[src/logic/ctc_pkg.sv]
// package: constants, register map and field layouts of the compact timer control
package ctc_pkg;

  // clock rates and divider counts
  localparam int unsigned CLK_HZ = 50_000_000;
  localparam int unsigned CLK_PERIOD_NS = 20;
  localparam int unsigned SUB_CLK_HZ = 32_768;
  localparam int unsigned SUB_DIV = CLK_HZ / SUB_CLK_HZ;
  localparam logic [10:0] SUB_LAST = 11'(SUB_DIV - 1);
  localparam int unsigned DIV4 = 4;
  localparam int unsigned DIV16 = 16;
  localparam int unsigned DIV64 = 64;
  localparam logic [5:0] DIV4_MASK = 6'(DIV4 - 1);
  localparam logic [5:0] DIV16_MASK = 6'(DIV16 - 1);
  localparam logic [5:0] DIV64_MASK = 6'(DIV64 - 1);

  // counter geometry
  localparam int unsigned CNT_W = 10;
  localparam logic [9:0] CNT_MAX = 10'h3ff;
  localparam logic [9:0] CNT_ZERO = 10'h000;

  // register byte addresses
  localparam int unsigned ADDR_W = 5;
  localparam logic [4:0] REG_CTRL_A = 5'h00;
  localparam logic [4:0] REG_CTRL_B = 5'h04;
  localparam logic [4:0] REG_CNT_L = 5'h08;
  localparam logic [4:0] REG_CNT_H = 5'h0c;
  localparam logic [4:0] REG_CMPA_L = 5'h10;
  localparam logic [4:0] REG_CMPA_H = 5'h14;

  // bus responses
  localparam logic [1:0] RESP_OKAY = 2'h0;
  localparam logic [1:0] RESP_SLVERR = 2'h2;

  // clock select codes
  localparam logic [2:0] CKS_SYS_DIV4 = 3'h0;
  localparam logic [2:0] CKS_SYS = 3'h1;
  localparam logic [2:0] CKS_H_DIV16 = 3'h2;
  localparam logic [2:0] CKS_H_DIV64 = 3'h3;
  localparam logic [2:0] CKS_SUB_A = 3'h4;
  localparam logic [2:0] CKS_SUB_B = 3'h5;
  localparam logic [2:0] CKS_EXT_RISE = 3'h6;
  localparam logic [2:0] CKS_EXT_FALL = 3'h7;

  // operating modes
  localparam logic [1:0] MODE_CMP = 2'h0;
  localparam logic [1:0] MODE_UNDEF = 2'h1;
  localparam logic [1:0] MODE_PWM = 2'h2;
  localparam logic [1:0] MODE_TIMER = 2'h3;

  // output function codes
  localparam logic [1:0] FN_NONE = 2'h0;
  localparam logic [1:0] FN_LOW = 2'h1;
  localparam logic [1:0] FN_HIGH = 2'h2;
  localparam logic [1:0] FN_TOGGLE = 2'h3;
  localparam logic [1:0] FN_PWM_INACT = 2'h0;
  localparam logic [1:0] FN_PWM_ACT = 2'h1;
  localparam logic [1:0] FN_PWM_RUN = 2'h2;

  // field layouts, msb first as in the byte
  typedef struct packed {
    logic pause_bit;
    logic [2:0] clock_select_field;
    logic on_off_bit;
    logic [2:0] period_compare_bits;
  } ctc_ctrl_a_t;

  typedef struct packed {
    logic [1:0] mode_field;
    logic [1:0] output_function_field;
    logic initial_level_bit;
    logic output_polarity_bit;
    logic period_duty_swap_bit;
    logic counter_clear_select_bit;
  } ctc_ctrl_b_t;

  localparam ctc_ctrl_a_t CTRL_A_RST = 8'h00;
  localparam ctc_ctrl_b_t CTRL_B_RST = 8'h00;

endpackage

[src/logic/ctc_top.sv]
// module: compact timer control with axi4-lite register slave
`timescale 1ns/100ps
// Overview of operation
// - pause stops counter, release resumes from value
// - setting pause leaves counter contents untouched
// - clock select picks one of seven sources, codes four and five both pick the sub clock
// - on/off clear stops counter, set runs it
// - on/off rising edge zeroes counter
// - on/off falling edge keeps residual count
// - on/off rise loads initial pin level in compare and pwm modes
// - period bits compare counter bits nine..seven
// - clear select zero: period match clears
// - period zero lets counter overflow
// - mode field: compare, pwm, timer
// - timer mode leaves output pin undriven
// - compare mode match a acts per function
// - pwm mode function: inactive, active, pwm
// - requested level equal initial shows no change
// - level bit: initial or pwm active level
// - counter readable, writes to it ignored
// - comparator a pair and period bits held
// - both control registers reset to zero
// - low bytes pass through shared byte buffer
// - clear select one: match a clears, except in pwm mode
// - clear select one: no period flag, except in pwm mode
// - polarity bit inverts pin in compare and pwm modes only
module ctc_top
  import ctc_pkg::*;
(
  input wire logic aclk, // system clock, 50 mhz
  input wire logic aresetn, // synchronous reset, active low
  input wire logic awvalid, // write address valid
  output logic awready, // write address ready
  input wire logic [ADDR_W-1:0] awaddr, // write byte address
  input wire logic wvalid, // write data valid
  output logic wready, // write data ready
  input wire logic [31:0] wdata, // write data
  input wire logic [3:0] wstrb, // write byte strobes
  output logic bvalid, // write response valid
  input wire logic bready, // write response ready
  output logic [1:0] bresp, // write response
  input wire logic arvalid, // read address valid
  output logic arready, // read address ready
  input wire logic [ADDR_W-1:0] araddr, // read byte address
  output logic rvalid, // read data valid
  input wire logic rready, // read data ready
  output logic [31:0] rdata, // read data
  output logic [1:0] rresp, // read response
  input wire logic external_clock_pin, // external count clock
  output logic timer_output_pin, // timer output level
  output logic timer_output_en_n, // low while the pin is driven
  output logic match_a_flag, // pulse on comparator a match
  output logic period_match_flag // pulse on period match
);

  ////////////////////////////////////////////////////////////////////////////////
  // helpers

  // true when the prescaler's masked bits are all ones
  function automatic logic is_tc(input logic [5:0] v, input logic [5:0] m);
    return (v & m) == m;
  endfunction

  // true when an address falls on one of the six registers
  function automatic logic reg_hit(input logic [ADDR_W-1:0] a);
    return a[ADDR_W-1:2] <= REG_CMPA_H[ADDR_W-1:2];
  endfunction

  ////////////////////////////////////////////////////////////////////////////////
  // state

  ctc_ctrl_a_t ca_q, ca_d;
  ctc_ctrl_b_t cb_q, cb_d;
  logic [9:0] cmpa_q, cmpa_d;
  logic [7:0] buf_q, buf_d;
  logic aw_held_q, aw_held_d, w_held_q, w_held_d;
  logic [ADDR_W-1:0] awaddr_q, awaddr_d;
  logic [7:0] wbyte_q, wbyte_d;
  logic wlane_q, wlane_d;
  logic bvalid_q, bvalid_d, rvalid_q, rvalid_d;
  logic [1:0] bresp_q, bresp_d, rresp_q, rresp_d;
  logic [7:0] rbyte_q, rbyte_d;
  logic wr_fire, rd_fire;

  logic [9:0] cnt_q, cnt_d, nxt;
  logic [5:0] pre_q, pre_d;
  logic [10:0] sub_q, sub_d;
  logic on_prev_q, out_q, out_d, pin_q, pin_d, oe_n_q, oe_n_d;
  logic amatch_q, amatch_d, pmatch_q, pmatch_d;
  logic on_rise, run, tick, src_tick, sub_tick, ext_rise, ext_fall;
  logic pwm, cmp, drive, use_a, a_hit, p_hit, clear, pwm_act, lvl;

  ////////////////////////////////////////////////////////////////////////////////
  // external clock pin

  ctc_pin_sync u_pin_sync (
    .aclk(aclk),
    .aresetn(aresetn),
    .pin_i(external_clock_pin),
    .rise_o(ext_rise),
    .fall_o(ext_fall)
  );

  ////////////////////////////////////////////////////////////////////////////////
  // register bus

  // address and data are parked separately, so either may come first
  assign awready = ~aw_held_q;
  assign wready = ~w_held_q;
  assign arready = ~rvalid_q;
  assign wr_fire = aw_held_q & w_held_q & ~bvalid_q;
  assign rd_fire = arvalid & ~rvalid_q;

  // next values of the bus and register file; a write beats a read on the buffer
  always_comb begin
    aw_held_d = aw_held_q;
    w_held_d = w_held_q;
    awaddr_d = awaddr_q;
    wbyte_d = wbyte_q;
    wlane_d = wlane_q;
    bvalid_d = bvalid_q;
    bresp_d = bresp_q;
    rvalid_d = rvalid_q;
    rresp_d = rresp_q;
    rbyte_d = rbyte_q;
    ca_d = ca_q;
    cb_d = cb_q;
    cmpa_d = cmpa_q;
    buf_d = buf_q;
    if (awvalid && !aw_held_q) begin
      aw_held_d = 1'b1;
      awaddr_d = awaddr;
    end
    if (wvalid && !w_held_q) begin
      w_held_d = 1'b1;
      wbyte_d = wdata[7:0];
      wlane_d = wstrb[0];
    end
    if (bvalid_q && bready) begin
      bvalid_d = 1'b0;
    end
    if (rvalid_q && rready) begin
      rvalid_d = 1'b0;
    end
    // reads: high byte hands its low partner to the buffer
    if (rd_fire) begin
      rvalid_d = 1'b1;
      rresp_d = reg_hit(araddr) ? RESP_OKAY : RESP_SLVERR;
      case (araddr[ADDR_W-1:2])
        REG_CTRL_A[ADDR_W-1:2]: rbyte_d = ca_q;
        REG_CTRL_B[ADDR_W-1:2]: rbyte_d = cb_q;
        REG_CNT_L[ADDR_W-1:2]: rbyte_d = buf_q;
        REG_CNT_H[ADDR_W-1:2]: begin
          rbyte_d = {6'h00, cnt_q[9:8]};
          buf_d = cnt_q[7:0];
        end
        REG_CMPA_L[ADDR_W-1:2]: rbyte_d = buf_q;
        REG_CMPA_H[ADDR_W-1:2]: begin
          rbyte_d = {6'h00, cmpa_q[9:8]};
          buf_d = cmpa_q[7:0];
        end
        default: rbyte_d = 8'h00;
      endcase
    end
    // writes: counter pair is read-only and silently ignores writes
    if (wr_fire) begin
      aw_held_d = 1'b0;
      w_held_d = 1'b0;
      bvalid_d = 1'b1;
      bresp_d = reg_hit(awaddr_q) ? RESP_OKAY : RESP_SLVERR;
      if (wlane_q) begin
        case (awaddr_q[ADDR_W-1:2])
          REG_CTRL_A[ADDR_W-1:2]: ca_d = wbyte_q;
          REG_CTRL_B[ADDR_W-1:2]: cb_d = wbyte_q;
          REG_CMPA_L[ADDR_W-1:2]: buf_d = wbyte_q;
          REG_CMPA_H[ADDR_W-1:2]: cmpa_d = {wbyte_q[1:0], buf_q};
          default: buf_d = buf_d;
        endcase
      end
    end
  end

  // bus and register flops
  always_ff @(posedge aclk) begin
    if (!aresetn) begin
      aw_held_q <= 1'b0;
      w_held_q <= 1'b0;
      awaddr_q <= '0;
      wbyte_q <= 8'h00;
      wlane_q <= 1'b0;
      bvalid_q <= 1'b0;
      bresp_q <= RESP_OKAY;
      rvalid_q <= 1'b0;
      rresp_q <= RESP_OKAY;
      rbyte_q <= 8'h00;
      ca_q <= CTRL_A_RST;
      cb_q <= CTRL_B_RST;
      cmpa_q <= CNT_ZERO;
      buf_q <= 8'h00;
    end else begin
      aw_held_q <= aw_held_d;
      w_held_q <= w_held_d;
      awaddr_q <= awaddr_d;
      wbyte_q <= wbyte_d;
      wlane_q <= wlane_d;
      bvalid_q <= bvalid_d;
      bresp_q <= bresp_d;
      rvalid_q <= rvalid_d;
      rresp_q <= rresp_d;
      rbyte_q <= rbyte_d;
      ca_q <= ca_d;
      cb_q <= cb_d;
      cmpa_q <= cmpa_d;
      buf_q <= buf_d;
    end
  end

  assign bvalid = bvalid_q;
  assign bresp = bresp_q;
  assign rvalid = rvalid_q;
  assign rresp = rresp_q;
  assign rdata = {24'h000000, rbyte_q};

  ////////////////////////////////////////////////////////////////////////////////
  // clock source selection

  // the high clock is taken equal to the system clock in this slice
  always_comb begin
    case (ca_q.clock_select_field)
      CKS_SYS_DIV4: src_tick = is_tc(pre_q, DIV4_MASK);
      CKS_SYS: src_tick = 1'b1;
      CKS_H_DIV16: src_tick = is_tc(pre_q, DIV16_MASK);
      CKS_H_DIV64: src_tick = is_tc(pre_q, DIV64_MASK);
      CKS_SUB_A, CKS_SUB_B: src_tick = sub_tick;
      CKS_EXT_RISE: src_tick = ext_rise;
      CKS_EXT_FALL: src_tick = ext_fall;
      default: src_tick = 1'b0;
    endcase
  end

  ////////////////////////////////////////////////////////////////////////////////
  // counter, comparators and output pin

  assign sub_tick = sub_q == SUB_LAST;
  assign on_rise = ca_q.on_off_bit & ~on_prev_q;
  assign run = ca_q.on_off_bit & ~ca_q.pause_bit;
  assign tick = run & src_tick;
  assign nxt = cnt_q + 10'h001;
  assign pwm = cb_q.mode_field == MODE_PWM;
  assign cmp = cb_q.mode_field == MODE_CMP;
  assign drive = pwm | cmp;
  assign use_a = cb_q.counter_clear_select_bit & ~pwm;
  // a zero comparator a never matches, so the counter overflows instead
  assign a_hit = tick & (cmpa_q != CNT_ZERO) & (nxt == cmpa_q);
  assign p_hit = tick & ((ca_q.period_compare_bits == 3'h0) ? (cnt_q == CNT_MAX) :
                 ((nxt[9:7] == ca_q.period_compare_bits) && (nxt[6:0] == 7'h00)));
  assign clear = use_a ? a_hit : p_hit;

  // pwm active phase: never, always, or while the count is below comparator a
  always_comb begin
    case (cb_q.output_function_field)
      FN_PWM_INACT: pwm_act = 1'b0;
      FN_PWM_ACT: pwm_act = 1'b1;
      FN_PWM_RUN: pwm_act = cnt_q < cmpa_q;
      default: pwm_act = 1'b0;
    endcase
  end

  // next values for the timing group
  always_comb begin
    pre_d = pre_q + 6'h01;
    sub_d = sub_tick ? 11'h000 : sub_q + 11'h001;
    cnt_d = cnt_q;
    out_d = out_q;
    amatch_d = a_hit & ~on_rise;
    pmatch_d = p_hit & ~use_a & ~on_rise;
    if (on_rise) begin
      cnt_d = CNT_ZERO;
    end else if (tick) begin
      cnt_d = clear ? CNT_ZERO : nxt;
    end
    if (on_rise && drive) begin
      out_d = cb_q.initial_level_bit;
    end else if (cmp && a_hit) begin
      // asking for the level already shown leaves the pin as it is
      case (cb_q.output_function_field)
        FN_NONE: out_d = out_q;
        FN_LOW: out_d = 1'b0;
        FN_HIGH: out_d = 1'b1;
        FN_TOGGLE: out_d = ~out_q;
        default: out_d = out_q;
      endcase
    end
    lvl = pwm ? (pwm_act ? cb_q.initial_level_bit : ~cb_q.initial_level_bit) : out_d;
    pin_d = drive ? (lvl ^ cb_q.output_polarity_bit) : 1'b0;
    oe_n_d = ~drive;
  end

  // timing flops
  always_ff @(posedge aclk) begin
    if (!aresetn) begin
      pre_q <= 6'h00;
      sub_q <= 11'h000;
      cnt_q <= CNT_ZERO;
      on_prev_q <= 1'b0;
      out_q <= 1'b0;
      pin_q <= 1'b0;
      oe_n_q <= 1'b0;
      amatch_q <= 1'b0;
      pmatch_q <= 1'b0;
    end else begin
      pre_q <= pre_d;
      sub_q <= sub_d;
      cnt_q <= cnt_d;
      on_prev_q <= ca_q.on_off_bit;
      out_q <= out_d;
      pin_q <= pin_d;
      oe_n_q <= oe_n_d;
      amatch_q <= amatch_d;
      pmatch_q <= pmatch_d;
    end
  end

  assign timer_output_pin = pin_q;
  assign timer_output_en_n = oe_n_q;
  assign match_a_flag = amatch_q;
  assign period_match_flag = pmatch_q;
endmodule

[src/logic/ctc_pin_sync.sv]
// module: three-stage synchroniser and edge detector for the external clock pin
`timescale 1ns/100ps
module ctc_pin_sync (
  input wire logic aclk, // system clock
  input wire logic aresetn, // synchronous reset, active low
  input wire logic pin_i, // raw external pin
  output logic rise_o, // one-cycle pulse per accepted rising edge
  output logic fall_o // one-cycle pulse per accepted falling edge
);

  logic s1_q, s2_q, s3_q, lvl_q, rise_q, fall_q;
  logic lvl_d, rise_d, fall_d;

  // a new level is accepted only once stages two and three agree
  always_comb begin
    lvl_d = lvl_q;
    rise_d = 1'b0;
    fall_d = 1'b0;
    if (s2_q == s3_q && s3_q != lvl_q) begin
      lvl_d = s3_q;
      rise_d = s3_q;
      fall_d = ~s3_q;
    end
  end

  // s1 feeds only s2, so metastability never reaches the compare
  always_ff @(posedge aclk) begin
    if (!aresetn) begin
      s1_q <= 1'b0;
      s2_q <= 1'b0;
      s3_q <= 1'b0;
      lvl_q <= 1'b0;
      rise_q <= 1'b0;
      fall_q <= 1'b0;
    end else begin
      s1_q <= pin_i;
      s2_q <= s1_q;
      s3_q <= s2_q;
      lvl_q <= lvl_d;
      rise_q <= rise_d;
      fall_q <= fall_d;
    end
  end

  assign rise_o = rise_q;
  assign fall_o = fall_q;

endmodule

[config.mk]
export PLATFORM = sky130hd
export DESIGN_NAME = ctc_top
export DESIGN_NICKNAME = d
export VERILOG_FILES = /design/src/logic/ctc_pkg.sv /design/src/logic/ctc_top.sv /design/src/logic/ctc_pin_sync.sv
export SDC_FILE = /design/constraint.sdc
export NUM_CORES = 1
export LEC_CHECK = 0
export BUFFER_PORTS_ARGS = -buffer_cell sky130_fd_sc_hd__buf_2
export CAP_MARGIN = 15
export CORE_ASPECT_RATIO = 0.8
export CORE_UTILIZATION = 55
export DETAILED_ROUTE_END_ITERATION = 8
export PLACE_DENSITY = 0.79
export SYNTH_ARGS = -nofsm -noshare
export SYNTH_HDL_FRONTEND = slang
export SYNTH_SLANG_ARGS = --single-unit
[constraint.sdc]
create_clock -name aclk -period 3.8 [get_ports aclk]
set_clock_uncertainty 0.1 [all_clocks]
set_input_delay 0.38 -clock aclk [delete_from_list [all_inputs] [get_ports aclk]]
set_output_delay 0.38 -clock aclk [all_outputs]
set_load 0.01 [all_outputs]
==> results.yml <==
floorplan:
  dieArea_mm2: 0.0102
  dieWidth_um: 113
  die_h_um: 90.6
  io_pins: 99
  core_area_mm2: 0.00927
  start_util_pct: 58.2
  rows: 31
clocking:
  cts_max_level: 3
  post_cts_buffers: 0
  cts_resized: 0
  cts_tree: "yes"
  cts_hold_buffers: 0
  clock_latency_ps: 350
  clk_pin_slew_ps: 70
  ctsRootBufferMaster: "clkbuf_16"
  cts_buffers: 9
  clock_sinks: 99
  clockBufferDepth: 2
synth:
  synth_edf_count: 0
  synth_cell_types: 61
  syn_avg_cell_area_um2: 8.45
  synth_flop_cell: "dfxtp_1"
  yosys_warnings: 0
  ys_seq_elements: 99
  synthCells: 639
  seq_area_frac_synth_pct: 36.7
  async_reset_ff_share_pct: 0
  netlist_area_mm2: 0.00540
  synthTopCellsByArea: "dfxtp_1 (37%), nor2b_1 (6.6%), mux2i_1 (6.3%), ha_1 (3.9%), buf_4 (3.8%)"
  yosysTopAreaCell: "dfxtp_1"
  yosysTopAreaCellShare_pct: 36.7
power_and_ir_drop:
  leakage_uw: 0.00225
  p_comb_share_pct: 6.3
  switching_power_uw: 512
  swShare_pct: 23.3
  power_density_mw_per_mm2: 377
  ir_drop_mv: 0.335
  p_int_uw: 1690
  finalPower_uw: 2200
  p_clk_share_pct: 44.4
  p_seq_share_pct: 49.4
sta:
  fmax_ghz: 0.300
  tightest_slew_ps: 1050
  slew_headroom_pct: 29.7
  finalMaxSlewViolations: 0
  setup_violations: 0
  tns_ps: 0
  period_needed_ps: 3330
  rsz0062_at_grt: "no"
  hold_viol_final: 0
  final.period_utilization_pct: 87.7
grt:
  grt_pass1_wl_mm: 21.1
  antenna_found_initial: 0
  overflow: 0
  grt_pass1_vias: 4205
  grtUsageTotal_pct: 26.2
  grt_max_degree: 70
finish:
  layout.area.seq_mm2: 0.00198
  multiInputGateArea_mm2: 0.00308
  drive_gt1_share_pct: 10.7
  antennaDiodeCount: 0
  nFillCells: 791
  final_util_pct: 63.0
  fin_nets: 728
  areaGrowthSynthToFinish_pct: 8.20
  instances_no_fill: 776
critical_path:
  cp-end-kind: "flop"
  required_ps: 3920
  critPathMaxFanout: 16
  arrival_ps: 3450
  worst-setup-path-type: "reg2reg"
  start_kind: "flop"
detailed_routing:
  wl_mm: 12.6
  via_per_inst: 5.86
  dr.pass1.iters: 5
  wire_per_inst_um: 16.2
  drtIter0Drc: 356
  via_count: 4546
  postRouteAntennaNets: 0
  drcViolationCount: 0
outcome:
  outcome: "finished, final reports clean"
placed_design:
  port_buffers: 41
  place_hpwl_mm: 9.34
  gp_congestion: 0.923
  dp_cells: 761
flow_run:
  cap_violations: 0
hold_path:
  hp-class: "in2reg"
## critical path, cell delays in order (launching register included)
cell and delay [ps]:
dfxtp_1 540, ha_1 480, nand3_1 230, nor2_1 330, xnor2_1 160, nand4b_1 160, o311ai_0 510, o21ai_2 330
a41oi_1 300, a31oi_1 60
## final cells by class
class | count | share of cell area [%]
clock inverter | 6 | 1.54
sequential | 99 | 33.9
multi-input combinational | 477 | 52.8
inverter | 28 | 1.80
timing repair buffer | 42 | 3.64
tap | 115 | 2.46
clock buffer | 9 | 3.86
## sequential cells by signal, indices dropped and copies added (netlist names), 3 cells and up
| signal | cells |
|---|---|
| awaddr_q | 3 |
| cnt_q | 10 |
| ca_q | 8 |
| cb_q | 8 |
| buf_q | 8 |
| pre_q | 6 |
| wbyte_q | 8 |
| cmpa_q | 10 |
| rbyte_q | 8 |
| sub_q | 11 |
## through the flow
stage	instance area (um^2)	hold slack, ps	setup WS, ps
6_report	5840	135	466
5_1_grt	5840	127	151
4_1_cts	5840	133	527
3_5_place_dp	5520	325	515
3_3_place_gp	5520	320	699
2_1_floorplan	5490	312	1050
## power by group through the flow
stage / sequential [uW] / combinational [uW] / clock, uW
after floorplan: 1100 / 120 / 0
final: 1090 / 138 / 976
after detailed placement: 1110 / 136 / 0
after global routing: 1090 / 156 / 1040
after CTS: 1090 / 137 / 988
after global placement: 1110 / 130 / 0
## cell usage in the layout, fill, tap and decap left out, drive strengths merged, types with 7 or more instances in the layout
cell,Yosys,layout
dfxtp,99,99
nor2b,57,57
nand2,53,53
nor2,48,48
buf,28,42
mux2i,34,34
inv,28,29
conb,1,26
a21oi,24,24
a22oi,23,23
o21ai,21,21
nand3,19,19
ha,17,17
xnor2,16,16
a31oi,13,13
a211oi,12,12
xor2,12,12
a21boi,11,11
and2,11,11
nor3,10,10
clkbuf,32,9
nand4,7,7
## cells in the mapped netlist (11+ instances only)
cell	n
xnor2_1	16
nand2_1	53
nand3_1	19
inv_1	28
a21oi_1	24
and2_1	11
ha_1	17
mux2i_1	34
a22oi_1	23
buf_4	27
clkbuf_1	32
a211oi_1	12
o21ai_0	20
xor2_1	12
nor2_1	48
a31oi_1	13
nor2b_1	57
a21boi_0	11
dfxtp_1	99
## logic make-up (layout without fill, tap and decap cells)
logic type | Yosys count | in the layout | share of synthesized area [%]
AO/OA/AOI/OAI | 129 | 129 | 16.3
XOR/XNOR | 28 | 28 | 4.54
adder cells (fa/ha/maj) | 17 | 17 | 3.94
buffers and inverters | 88 | 85 | 8.02
flip-flops | 99 | 99 | 36.7
multiplexers | 36 | 36 | 6.72
other | 1 | 26 | 0.0695
AND/OR/NAND/NOR | 241 | 241 | 23.7
## worst paths after layout
check	endpoint	from	slack, ps	depth (start not counted)
hold reg to reg	u_pin_sync.s2_q	u_pin_sync.s1_q	340	1
setup / recovery	cnt_q[5]	cnt_q[1]	470	9
setup reg to reg	cnt_q[5]	cnt_q[1]	470	9
hold / removal	u_pin_sync.s1_q	external_clock_pin	140	2
## per-layer routing
layer / up-vias / global-route usage, % / routed length, um
met5: - / 0 / 0
met4: 0 / 6.11 / 117
met3: 12 / 6.71 / 921
met2: 181 / 40.5 / 5520
met1: 2143 / 36.4 / 6010
li1: 2210 / - / -
Note: power is estimated with default switching activity, not from simulation.
